`src/rec_map.svh`:
```
/*
   Register offsets, field positions, reset values and timing counts of the
   reset escalation control block.
   Assumes one 125 MHz system clock and a 32-bit register port.
*/
`ifndef REC_MAP_SVH
`define REC_MAP_SVH

// ***********************************************************************
// Register offsets (byte addresses)
// ***********************************************************************
`define REC_MODE_CONTROL_OFS       8'h00
`define REC_EVENT_DISABLE_OFS      8'h04
`define REC_FUNC_THRESH_OFS        8'h08
`define REC_DEST_THRESH_OFS        8'h0C
`define REC_FUNC_COUNT_OFS         8'h10
`define REC_DEST_COUNT_OFS         8'h14
`define REC_STATUS_OFS             8'h18

// ***********************************************************************
// Field positions and codes
// ***********************************************************************
`define REC_TARGET_MODE_MSB        3
`define REC_TARGET_MODE_LSB        0
`define REC_MODE_FUNC              4'h0
`define REC_MODE_DEST              4'hF
`define REC_TP_DISABLE_BIT         0
`define REC_CNT_W                  8
`define REC_CNT_MAX                8'hFF

// ***********************************************************************
// Reset values
// ***********************************************************************
`define REC_EVENT_DISABLE_RST      1'h0
`define REC_FUNC_THRESH_RST        8'h0F
`define REC_DEST_THRESH_RST        8'h00

// ***********************************************************************
// Timing
// ***********************************************************************
`define REC_CLK_PERIOD_NS          8
`define REC_FUNC_HOLD_NS           400
`define REC_DEST_HOLD_NS           800
`define REC_FUNC_HOLD_CYC ((`REC_FUNC_HOLD_NS + `REC_CLK_PERIOD_NS - 1) / `REC_CLK_PERIOD_NS)
`define REC_DEST_HOLD_CYC ((`REC_DEST_HOLD_NS + `REC_CLK_PERIOD_NS - 1) / `REC_CLK_PERIOD_NS)

`endif

```
`src/rec_pkg.sv`:
```
/*
   Types of the reset escalation control block.
   Assumes the constants of rec_map.svh.
*/
package rec_pkg;

   // ***********************************************************************
   // Sequencer states, one-hot
   // ***********************************************************************
   typedef enum logic [3:0]
   {
      REC_IDLE = 4'h1,   // Waiting for a reset cause
      REC_FUNC = 4'h2,   // Functional reset driven
      REC_DEST = 4'h4,   // Destructive reset driven
      REC_LOCK = 4'h8    // Held in reset until power-on
   } rec_state_type;

endpackage

```
`src/rec_top.sv`:
```
/*
   Reset escalation control: takes software and event reset requests, runs
   functional and destructive reset sequences, counts them and escalates.
   Assumes rst_n is the power-on reset, a register master that never
   overlaps strobes, and crit_event pulses from logic on clk.
*/
`timescale 1ns/100ps
`include "rec_map.svh"
module rec_top
(
   input  wire logic        clk,            // System clock, 125 MHz
   input  wire logic        rst_n,          // Power-on reset, active low
   input  wire logic [7:0]  reg_addr,       // Register byte address
   input  wire logic [31:0] reg_wdata,      // Register write data
   input  wire logic        reg_wr,         // Write strobe
   input  wire logic        reg_rd,         // Read strobe
   output logic      [31:0] reg_rdata,      // Read data, cycle after strobe
   input  wire logic        tp_reset_req,   // Test-port reset request pin
   input  wire logic [3:0]  crit_event,     // Critical event pulses
   output logic             func_reset_out, // Functional reset active
   output logic             dest_reset_out, // Destructive reset active
   output logic             lock_out        // Held until power-on
);

   // ***********************************************************************
   // Declarations
   // ***********************************************************************
   localparam logic [7:0] FUNC_HOLD_LAST = 8'(`REC_FUNC_HOLD_CYC - 1);
   localparam logic [7:0] DEST_HOLD_LAST = 8'(`REC_DEST_HOLD_CYC - 1);

   rec_pkg::rec_state_type  state_q;       // Sequencer state
   rec_pkg::rec_state_type  state_d;       // Next state
   logic [7:0]              hold_q;        // Reset pulse counter
   logic [7:0]              hold_d;        // Next pulse count
   logic                    disable_q;     // Test-port reset disable
   logic [`REC_CNT_W-1:0]   func_thr_q;    // Functional threshold
   logic [`REC_CNT_W-1:0]   dest_thr_q;    // Destructive threshold
   logic [`REC_CNT_W-1:0]   func_cnt;      // Functional reset count
   logic [`REC_CNT_W-1:0]   dest_cnt;      // Destructive reset count
   logic                    last_dest_q;   // Last sequence was destructive
   logic                    tp_sync;       // Synchronised test-port level
   logic                    tp_prev_q;     // Previous synchronised level
   logic [31:0]             rdata_d;       // Read data mux

   // ***********************************************************************
   // Register decode
   // ***********************************************************************
   wire        mode_wr     = reg_wr && (reg_addr == `REC_MODE_CONTROL_OFS);
   wire        dis_wr      = reg_wr && (reg_addr == `REC_EVENT_DISABLE_OFS);
   wire        func_thr_wr = reg_wr && (reg_addr == `REC_FUNC_THRESH_OFS);
   wire        dest_thr_wr = reg_wr && (reg_addr == `REC_DEST_THRESH_OFS);
   wire        func_cnt_wr = reg_wr && (reg_addr == `REC_FUNC_COUNT_OFS);
   wire        dest_cnt_wr = reg_wr && (reg_addr == `REC_DEST_COUNT_OFS);
   wire [3:0]  mode_code   = reg_wdata[`REC_TARGET_MODE_MSB:`REC_TARGET_MODE_LSB];
   wire [`REC_CNT_W-1:0] thr_wdata = reg_wdata[`REC_CNT_W-1:0];

   // ***********************************************************************
   // Reset causes
   // ***********************************************************************
   // Other mode codes are ordinary mode changes and start nothing here
   wire sw_func_req = mode_wr && (mode_code == `REC_MODE_FUNC);
   wire sw_dest_req = mode_wr && (mode_code == `REC_MODE_DEST);

   // Pin level is edge detected after the synchroniser only
   wire tp_rise = tp_sync && !tp_prev_q;

   // Disable gates the test-port source alone; crit_event is never masked
   wire tp_req = tp_rise && !disable_q;

   wire idle = (state_q == rec_pkg::REC_IDLE);

   // Requests during a running sequence are dropped: the device is in reset
   wire func_evt = idle && !sw_dest_req && (sw_func_req || tp_req || (|crit_event));

   // Count including this reset, one bit wider to avoid wrap
   wire [`REC_CNT_W:0] func_next = {1'b0, func_cnt} + 9'h001;
   wire [`REC_CNT_W:0] dest_next = {1'b0, dest_cnt} + 9'h001;

   // Zero threshold means escalation switched off
   wire func_esc_on = (func_thr_q != 8'h00);
   wire dest_esc_on = (dest_thr_q != 8'h00);

   // Threshold reached turns this functional reset into a destructive one
   wire func_escal = func_evt && func_esc_on && (func_next >= {1'b0, func_thr_q});

   wire dest_evt  = idle && (sw_dest_req || func_escal);
   wire dest_lock = dest_evt && dest_esc_on && (dest_next >= {1'b0, dest_thr_q});

   wire func_inc = func_evt && !func_escal;

   // Software clear, threshold write, or any destructive reset
   wire func_clr = func_cnt_wr || func_thr_wr || dest_evt;

   // Destructive resets themselves never clear this count
   wire dest_clr = dest_cnt_wr || dest_thr_wr;

   wire hold_done = (hold_q == 8'h00);

   // ***********************************************************************
   // Test-port synchroniser
   // ***********************************************************************
   rec_sync u_tp_sync
   (
      .clk      (clk),
      .rst_n    (rst_n),
      .async_in (tp_reset_req),
      .sync_out (tp_sync)
   );

   // Edge detector history
   always_ff @(posedge clk)
   begin
      if (!rst_n)
         tp_prev_q <= 1'b0;
      else
         tp_prev_q <= tp_sync;
   end

   // ***********************************************************************
   // Reset counters
   // ***********************************************************************
   rec_counter #(.WIDTH(`REC_CNT_W)) u_func_cnt
   (
      .clk   (clk),
      .rst_n (rst_n),
      .clr   (func_clr),
      .inc   (func_inc),
      .count (func_cnt)
   );

   rec_counter #(.WIDTH(`REC_CNT_W)) u_dest_cnt
   (
      .clk   (clk),
      .rst_n (rst_n),
      .clr   (dest_clr),
      .inc   (dest_evt),
      .count (dest_cnt)
   );

   // ***********************************************************************
   // Configuration registers
   // ***********************************************************************
   // Functional threshold non-zero at reset so escalation runs unconfigured
   always_ff @(posedge clk)
   begin
      if (!rst_n)
      begin
         disable_q  <= `REC_EVENT_DISABLE_RST;
         func_thr_q <= `REC_FUNC_THRESH_RST;
         dest_thr_q <= `REC_DEST_THRESH_RST;
      end
      else
      begin
         if (dis_wr)
            disable_q <= reg_wdata[`REC_TP_DISABLE_BIT];
         if (func_thr_wr)
            func_thr_q <= thr_wdata;
         if (dest_thr_wr)
            dest_thr_q <= thr_wdata;
      end
   end

   // ***********************************************************************
   // Sequencer
   // ***********************************************************************
   // Destructive cause wins over functional in the same cycle
   always_comb
   begin
      state_d = state_q;
      hold_d  = hold_q;
      case (state_q)
         rec_pkg::REC_IDLE:
         begin
            if (dest_lock)
               state_d = rec_pkg::REC_LOCK;
            else if (dest_evt)
            begin
               state_d = rec_pkg::REC_DEST;
               hold_d  = DEST_HOLD_LAST;
            end
            else if (func_inc)
            begin
               state_d = rec_pkg::REC_FUNC;
               hold_d  = FUNC_HOLD_LAST;
            end
         end
         rec_pkg::REC_FUNC,
         rec_pkg::REC_DEST:
         begin
            // Pulse length fixed; release back to idle at the end
            if (hold_done)
               state_d = rec_pkg::REC_IDLE;
            else
               hold_d = hold_q - 8'h01;
         end
         rec_pkg::REC_LOCK:
            state_d = rec_pkg::REC_LOCK;
         default:
         begin
            // Illegal code: fail safe into a destructive pulse
            state_d = rec_pkg::REC_DEST;
            hold_d  = DEST_HOLD_LAST;
         end
      endcase
   end

   // State and pulse counter
   always_ff @(posedge clk)
   begin
      if (!rst_n)
      begin
         state_q <= rec_pkg::REC_IDLE;
         hold_q  <= 8'h00;
      end
      else
      begin
         state_q <= state_d;
         hold_q  <= hold_d;
      end
   end

   // Kind of the last sequence, for software after restart
   always_ff @(posedge clk)
   begin
      if (!rst_n)
         last_dest_q <= 1'b0;
      else if (dest_evt)
         last_dest_q <= 1'b1;
      else if (func_inc)
         last_dest_q <= 1'b0;
   end

   // Outputs straight from one-hot state flops
   assign func_reset_out = state_q[1];
   assign dest_reset_out = state_q[2] || state_q[3];
   assign lock_out       = state_q[3];

   // ***********************************************************************
   // Read port
   // ***********************************************************************
   // Unmapped addresses read as zero
   always_comb
   begin
      rdata_d = 32'h0000_0000;
      case (reg_addr)
         `REC_EVENT_DISABLE_OFS: rdata_d = {31'h0000_0000, disable_q};
         `REC_FUNC_THRESH_OFS:   rdata_d = {24'h00_0000, func_thr_q};
         `REC_DEST_THRESH_OFS:   rdata_d = {24'h00_0000, dest_thr_q};
         `REC_FUNC_COUNT_OFS:    rdata_d = {24'h00_0000, func_cnt};
         `REC_DEST_COUNT_OFS:    rdata_d = {24'h00_0000, dest_cnt};
         `REC_STATUS_OFS:        rdata_d = {26'h000_0000, func_esc_on, dest_esc_on,
                                            last_dest_q, state_q[3:1]};
         default:                rdata_d = 32'h0000_0000;
      endcase
   end

   // Data stand for one cycle only, zero otherwise
   always_ff @(posedge clk)
   begin
      if (!rst_n)
         reg_rdata <= 32'h0000_0000;
      else if (reg_rd)
         reg_rdata <= rdata_d;
      else
         reg_rdata <= 32'h0000_0000;
   end
endmodule

```
`src/rec_sync.sv`:
```
/*
   Two flip-flop synchroniser for one level.
   Assumes the input is asynchronous to clk.
*/
`timescale 1ns/100ps
module rec_sync
(
   input  wire logic clk,      // System clock
   input  wire logic rst_n,    // Synchronous reset, active low
   input  wire logic async_in, // Level from outside the domain
   output logic      sync_out  // Level safe to read
);

   logic meta_q;               // First stage, read only by second stage

   // ***********************************************************************
   // Two stages
   // ***********************************************************************
   always_ff @(posedge clk)
   begin
      if (!rst_n)
      begin
         meta_q   <= 1'b0;
         sync_out <= 1'b0;
      end
      else
      begin
         meta_q   <= async_in;
         sync_out <= meta_q;
      end
   end

endmodule

```
`src/rec_counter.sv`:
```
/*
   Saturating event counter with clear.
   Assumes clear and increment are single-cycle strobes on clk.
*/
`timescale 1ns/100ps
module rec_counter
#(
   parameter int WIDTH = 8     // Counter width
)
(
   input  wire logic             clk,   // System clock
   input  wire logic             rst_n, // Synchronous reset, active low
   input  wire logic             clr,   // Clear strobe
   input  wire logic             inc,   // Count strobe
   output logic      [WIDTH-1:0] count  // Present count
);

   logic [WIDTH-1:0] count_d;          // Next count
   wire              at_max = &count;  // Saturation guard

   // Increment beats clear, so an event in the clear cycle still counts
   always_comb
   begin
      count_d = count;
      if (inc && clr)
         count_d = {{(WIDTH-1){1'b0}}, 1'b1};
      else if (clr)
         count_d = '0;
      else if (inc && !at_max)
         count_d = count + {{(WIDTH-1){1'b0}}, 1'b1};
   end

   // ***********************************************************************
   // Count register
   // ***********************************************************************
   always_ff @(posedge clk)
   begin
      if (!rst_n)
         count <= '0;
      else
         count <= count_d;
   end

endmodule

```
`config.mk`:
```
export PLATFORM = sky130hd
export DESIGN_NAME = rec_top
export DESIGN_NICKNAME = d
export VERILOG_FILES = /design/src/rec_pkg.sv /design/src/rec_top.sv /design/src/rec_sync.sv /design/src/rec_counter.sv
export VERILOG_INCLUDE_DIRS = /design/src
export SDC_FILE = /design/constraint.sdc
export NUM_CORES = 1
export LEC_CHECK = 0
export ABC_AREA = 1
export BUFFER_PORTS_ARGS = -buffer_cell sky130_fd_sc_hd__clkbuf_2
export CORE_ASPECT_RATIO = 1.4
export CORE_MARGIN = 1.5
export CORE_UTILIZATION = 55
export CTS_CLUSTER_SIZE = 14
export DETAILED_ROUTE_END_ITERATION = 6
export PLACE_DENSITY = 0.83
export SLEW_MARGIN = 5
export SYNTH_ARGS = -nofsm -noshare
export SYNTH_HDL_FRONTEND = slang
export SYNTH_HIERARCHICAL = 1
export SYNTH_SLANG_ARGS = --single-unit
export TNS_END_PERCENT = 5
```
`constraint.sdc`:
```
create_clock -name clk -period 3.3 [get_ports clk]
set_input_delay 0.165 -clock clk [delete_from_list [all_inputs] [get_ports clk]]
set_output_delay 0.165 -clock clk [all_outputs]
set_load 0.02 [all_outputs]
```
### Word level (Yosys, flattened, before mapping)

Cells that the tools add are included.

* register bits after elaboration: 81
* bits of input ports: 49
* output and inout port bits: 35
* word-level logic and storage cells: 110

* $add $sub $neg: 5
* magnitude comparators: 2
* eq/ne operators: 16
* multiplexer cells: 19
* bitwise gates (word level): 2
* reduce and logical (&&, ||, !) cells: 52

Operator list (count)
* 8-bit one-hot mux with 6 select lines: 1
* 8-bit 2-to-1 mux: 4
* 8-bit by 5-bit == test with 1-bit output, second input constant: 3
* 8-bit one-hot mux with 3 select lines: 1
* 1-bit logical AND: 22
* 8-bit by 1-bit adder with 9-bit output, second input constant: 2
* 9-bit by 8-bit >= comparator with 1-bit output: 2
* 8-bit by 1-bit adder with 8-bit output, second input constant: 2
* 8-bit by 4-bit == test with 1-bit output, second input constant: 2
* 8-bit logical NOT: 2
* 4-bit 2-to-1 mux: 4
* 8-bit AND reduction: 2
* 8-bit nonzero test: 2
* 4-bit one-hot mux with 3 select lines: 1
* 4-bit == test, second input constant: 2
* 8-bit by 3-bit == test with 1-bit output, second input constant: 1
* 1-bit 2-to-1 mux: 8
* 8-bit by 1-bit subtractor with 8-bit output, second input constant: 1
* 1-bit logical OR: 7
* 1-bit logical NOT: 6
* 2-bit != test, second input constant: 3
* 3-bit nonzero test: 2
* 3-bit OR reduction: 2
* 4-bit by 1-bit == test with 1-bit output, second input constant: 1
* 11 further kinds: 13

### Logic depth before layout (Yosys ltp)

* depth in word-level cells: 14
* depth in mapped cells: 22
* depth with buffers taken out: 22

### Modules after synthesis

Netlist, hierarchy kept.

Modules (own cells, without submodules)
* rec_top: instances 1, cells an instance 440, area each 2932.8 um^2, seq. area each 780.7 um^2
* rec_counter: instances 2, cells an instance 73, area each 471.7 um^2, seq. area each 160.2 um^2
* rec_sync: instances 1, cells an instance 6, area each 55.1 um^2, seq. area each 40.0 um^2

### Worst setup path after synthesis

Ideal clock, no wire load.

* path kind: register to register
* start point: register u_dest_cnt.count[0]
* end point: register hold_q[1]
* library setup time: 0.113 ns
* arrival time: 2.376 ns
* data required time: 3.187 ns
* slack: 0.811 ns
* cell stages (with the launch flop): 20
* path buffers: 1
* period minus slack after synthesis: 2.489 ns
* path through: dfxtp_1 ha_1 nand2_2 nor2_4 nand3_1 xor2_1 inv_1 ha_1 a21o_1 nand3_1 nand2_1 nor2_1 nand3_1 nand2_1 inv_2 nand3_4 nand3_2 buf_6 nor2_1 nor2_1

* longest elaborated chain between the ends: 5

RTL lines
* from (decl): RTL line rec_counter.sv:15 `output logic [WIDTH-1:0] count`
* from (signal assigned): RTL line rec_counter.sv:41 `count <= count_d;`
* 8-bit by 1-bit adder with 9-bit output: RTL line rec_top.sv:77 `` wire [`REC_CNT_W:0] dest_next = {1'b0, dest_cnt} + 9'h001; ``
* 9-bit by 8-bit >= comparator with 1-bit output: RTL line rec_top.sv:87 `wire dest_lock = dest_evt && dest_esc_on && (dest_next >= {1'b0, dest_thr_q});`
* 1-bit logical AND: RTL line rec_top.sv:87
* 2-bit != test (no line)
* 4-bit AND reduction (no line)
* to (signal assigned): RTL line rec_top.sv:218 `hold_q <= hold_d;`
* to (decl): RTL line rec_top.sv:33 `logic [7:0] hold_q;`

Every way passes these cells.
A chain may end at the register's enable or synchronous reset.

### Worst setup path in the final report

* start point: register u_dest_cnt.count[1]
* end point: register hold_q[1]

The elaborated chain is that of the path after synthesis.

==> reports/qor.txt <==
area of the mapped netlist = 3930 sq um
combinational group share of total power = 0.175
Slew @ Worst Pin = 513 ps
Avg WL per Cell = 13.1 um
CTS Buffer Depth = 2
final std cells w/o fill = 735
Detail Route Antenna Nets = 0
Crit Path Class = reg2reg
switching share of power = 0.298
n_diodes = 0
post-layout min period = 2990 ps
fin worst setup slack = 311 ps
Flop pwr share = 0.418
VDD IR max = 0.244 mV
Cells after Synth = 592
pin count of the biggest net entering global routing = 27
Seq/Total Area, Yosys = 0.290
first-pass GRT wire length = 15.9 mm
Final Setup Violations = 0
Seq cells post-synth = 57
Startpoint Class = register
full die area = 7670 sq um
Initial Util = 0.567
Synth area leaders = dfxtp_1 29%, nand2_1 11%, inv_1 9.1%, ha_1 6.7%, nor2_1 6.7%
synth unique cells = 41
power share of the clock group = 0.407
H-tree levels = 3
drt pass-1 iters = 5
normalized max-slew margin = 0.658
clock-pin slew on the worst setup and hold paths = 70 ps
Setup Fix Bufs, Post-CTS = 0
power per cell area = 407 nW/um^2
Power, Total = 0.00177 W
core area = 6940 sq um
pre-CTS setup slack = 356 ps
commonest non-fill, non-tap cell in the layout = nand2_1
Num CTS Buffers = 9
vias per std cell = 5.33
largest fanout on the critical path = 11
Die W = 74.5 um
GRT Util Overall = 0.270
commonest cells after routing, fill and taps aside = 119 x nand2_1, 95 x inv_1, 70 x nor2_1, 56 x dfxtp_1, 37 x a21oi_1
Slew Viols, Final = 0
antenna violations before repair = 0
dpl cell area = 4120 sq um
clk_skew = 9.37 ps
Setup crit end kind = register
WP data arrival = 3270 ps
RSZ-0062 raised after global routing = no
CTS sink cnt = 57
status = complete, no violations
Layout Nets = 705
area delta synth->final = 10.5%
TNS Setup = 0 ps
NetSw = 0.000527 W
Finished Cell Area = 4350 sq um
top-area cell type share of the netlist area = 0.290
Hold Crit Class = in2reg
TritonCTS clock tree = yes
remaining global-route overflow = 0
dpl hpwl = 7.42 mm
gp weighted congestion = 0.929
number of hold violations in the final report = 0
Static Leakage = 2.12 nW
largest area contributor in the netlist = dfxtp_1
Mapped Avg Cell Area = 6.64 sq um
iteration-0 DRC count of the detailed router = 361
routed wire length = 9.66 mm
vias in the first global route = 3,645
# rows = 36
maxcap violations = 0
Ys Warns = 6
CP required = 3580 ps
vias = 3,915
Max Fclk = 335 MHz
I/O pin count = 84
DRC Markers = 0
clock latency on the worst-skew pair = 350 ps
Tcrit/Tclk final = 0.906
Inst Count DP = 718
number of fill cells = 649
Pint = 0.00124 W
root buf cell = clkbuf_8
fraction of layout cells with a size suffix above 1 = 0.139
IO buf count = 35
Die H = 103 um
[registers in the layout, summed over array words and instances, names as in the netlist]
name,cells
dest_thr_q,8
disable_q,1
func_thr_q,8
hold_q,8
last_dest_q,1
reg_rdata,8
state_q,4
tp_prev_q,1
u_dest_cnt/count,8
u_func_cnt/count,8
u_tp_sync/meta_q,1
u_tp_sync/sync_out,1
[layout make-up]
| class | instances | area [sq um] | share of cell area |
|---|---|---|---|
| multi-input combinational | 427 | 2290 | 0.526 |
| sequential | 57 | 1140 | 0.263 |
| inverter | 101 | 379 | 0.0872 |
| timing repair buffer | 39 | 208 | 0.0478 |
| clock buffer | 11 | 131 | 0.0302 |
| tap | 95 | 119 | 0.0274 |
| clock inverter | 5 | 80.1 | 0.0184 |
[through the flow]
step | utilization | hold WS, ps
final | 0.626 | 117
after global routing | 0.626 | 121
after CTS | 0.626 | 103
after detailed placement | 0.594 | 352
after global placement | 0.594 | 354
after floorplan | - | 258
[power by group through the flow]
stage	combinational [W]	clock, W	sequential, W
floorplan	0.000240	0	0.000755
global placement	0.000291	0	0.000753
detailed placement	0.000300	0	0.000754
CTS	0.000306	0.000720	0.000740
global route	0.000350	0.000765	0.000743
finish	0.000309	0.000720	0.000740
[kinds of logic after synthesis]
kind of cell             Yosys count  synth area share
flip-flops                        57             0.290
adder cells (fa/ha/maj)           21            0.0668
AND/OR/NAND/NOR                  269             0.313
buffers and inverters            131             0.150
XOR/XNOR                          19            0.0423
AO/OA/AOI/OAI                     94             0.137
other                              1          0.000954
[Yosys cell counts]
cell type / count
conb_1: 1
buf_6: 1
nand3_2: 3
a21oi_2: 2
a221oi_1: 5
clkbuf_1: 4
or2_2: 2
buf_2: 1
nor4_1: 2
o21ai_1: 1
a21oi_1: 37
xnor2_1: 2
o211ai_1: 3
nand2_4: 4
o21ai_0: 29
o221ai_1: 1
a211oi_1: 2
nand3_4: 1
ha_1: 21
nor3_1: 9
nor2_4: 3
dfxtp_1: 57
o21bai_1: 1
nand2_1: 119
and3_2: 1
nor3_2: 1
a21o_1: 2
o2111ai_1: 1
nand4_1: 12
nor2_2: 5
nor2_1: 70
a31oi_1: 4
nor3b_1: 1
o22ai_1: 6
xor2_1: 17
inv_1: 95
nand3_1: 26
buf_4: 24
clkinv_1: 2
inv_2: 4
nand2_2: 10
[final timing paths]
check / from / to / slack, ps / cells after the start
max: u_dest_cnt/count[1]$_SDFFE_PP0P_ / hold_q[1]$_SDFFE_PN0P_ / 310 / 19
min: reg_wdata[2] / func_thr_q[2]$_SDFFE_PN1P_ / 120 / 3
min reg2reg: u_tp_sync/sync_out$_SDFF_PN0_ / tp_prev_q$_SDFF_PN0_ / 430 / 2
max reg2reg: u_dest_cnt/count[1]$_SDFFE_PP0P_ / hold_q[1]$_SDFFE_PN0P_ / 310 / 19
[per-layer routing]
metal	global-route usage	vias up	share of wire
met5	0	-	0
met4	0.130	0	0.040
met3	0.0635	39	0.065
met2	0.465	170	0.49
met1	0.310	1768	0.41
li1	-	1938	-
[worst max-delay path, cell delays in order (launching register included)]
cell and delay [ps]:
dfxtp_1 450, ha_1 250, nand2_2 80, nor2_4 140, nand3_1 100, xor2_1 180, inv_1 60, ha_1 300
a21o_1 190, nand3_1 70, nand2_1 50, nor2_1 120, nand3_1 90, nand2_1 130, inv_2 60, nand3_4 120
nand3_2 230, nand2_1 130, nand2_1 60, nor2_1 90
[repair_timing]
| action | CTS | global route |
|---|---|---|
| hold buffers | 1 | 0 |
| gates resized for setup | 0 | 1 |
| hold endpoints to repair | 1 | 0 |
| endpoints found under the setup margin | 0 | 1 |
Power figures use the tool's default switching activity.
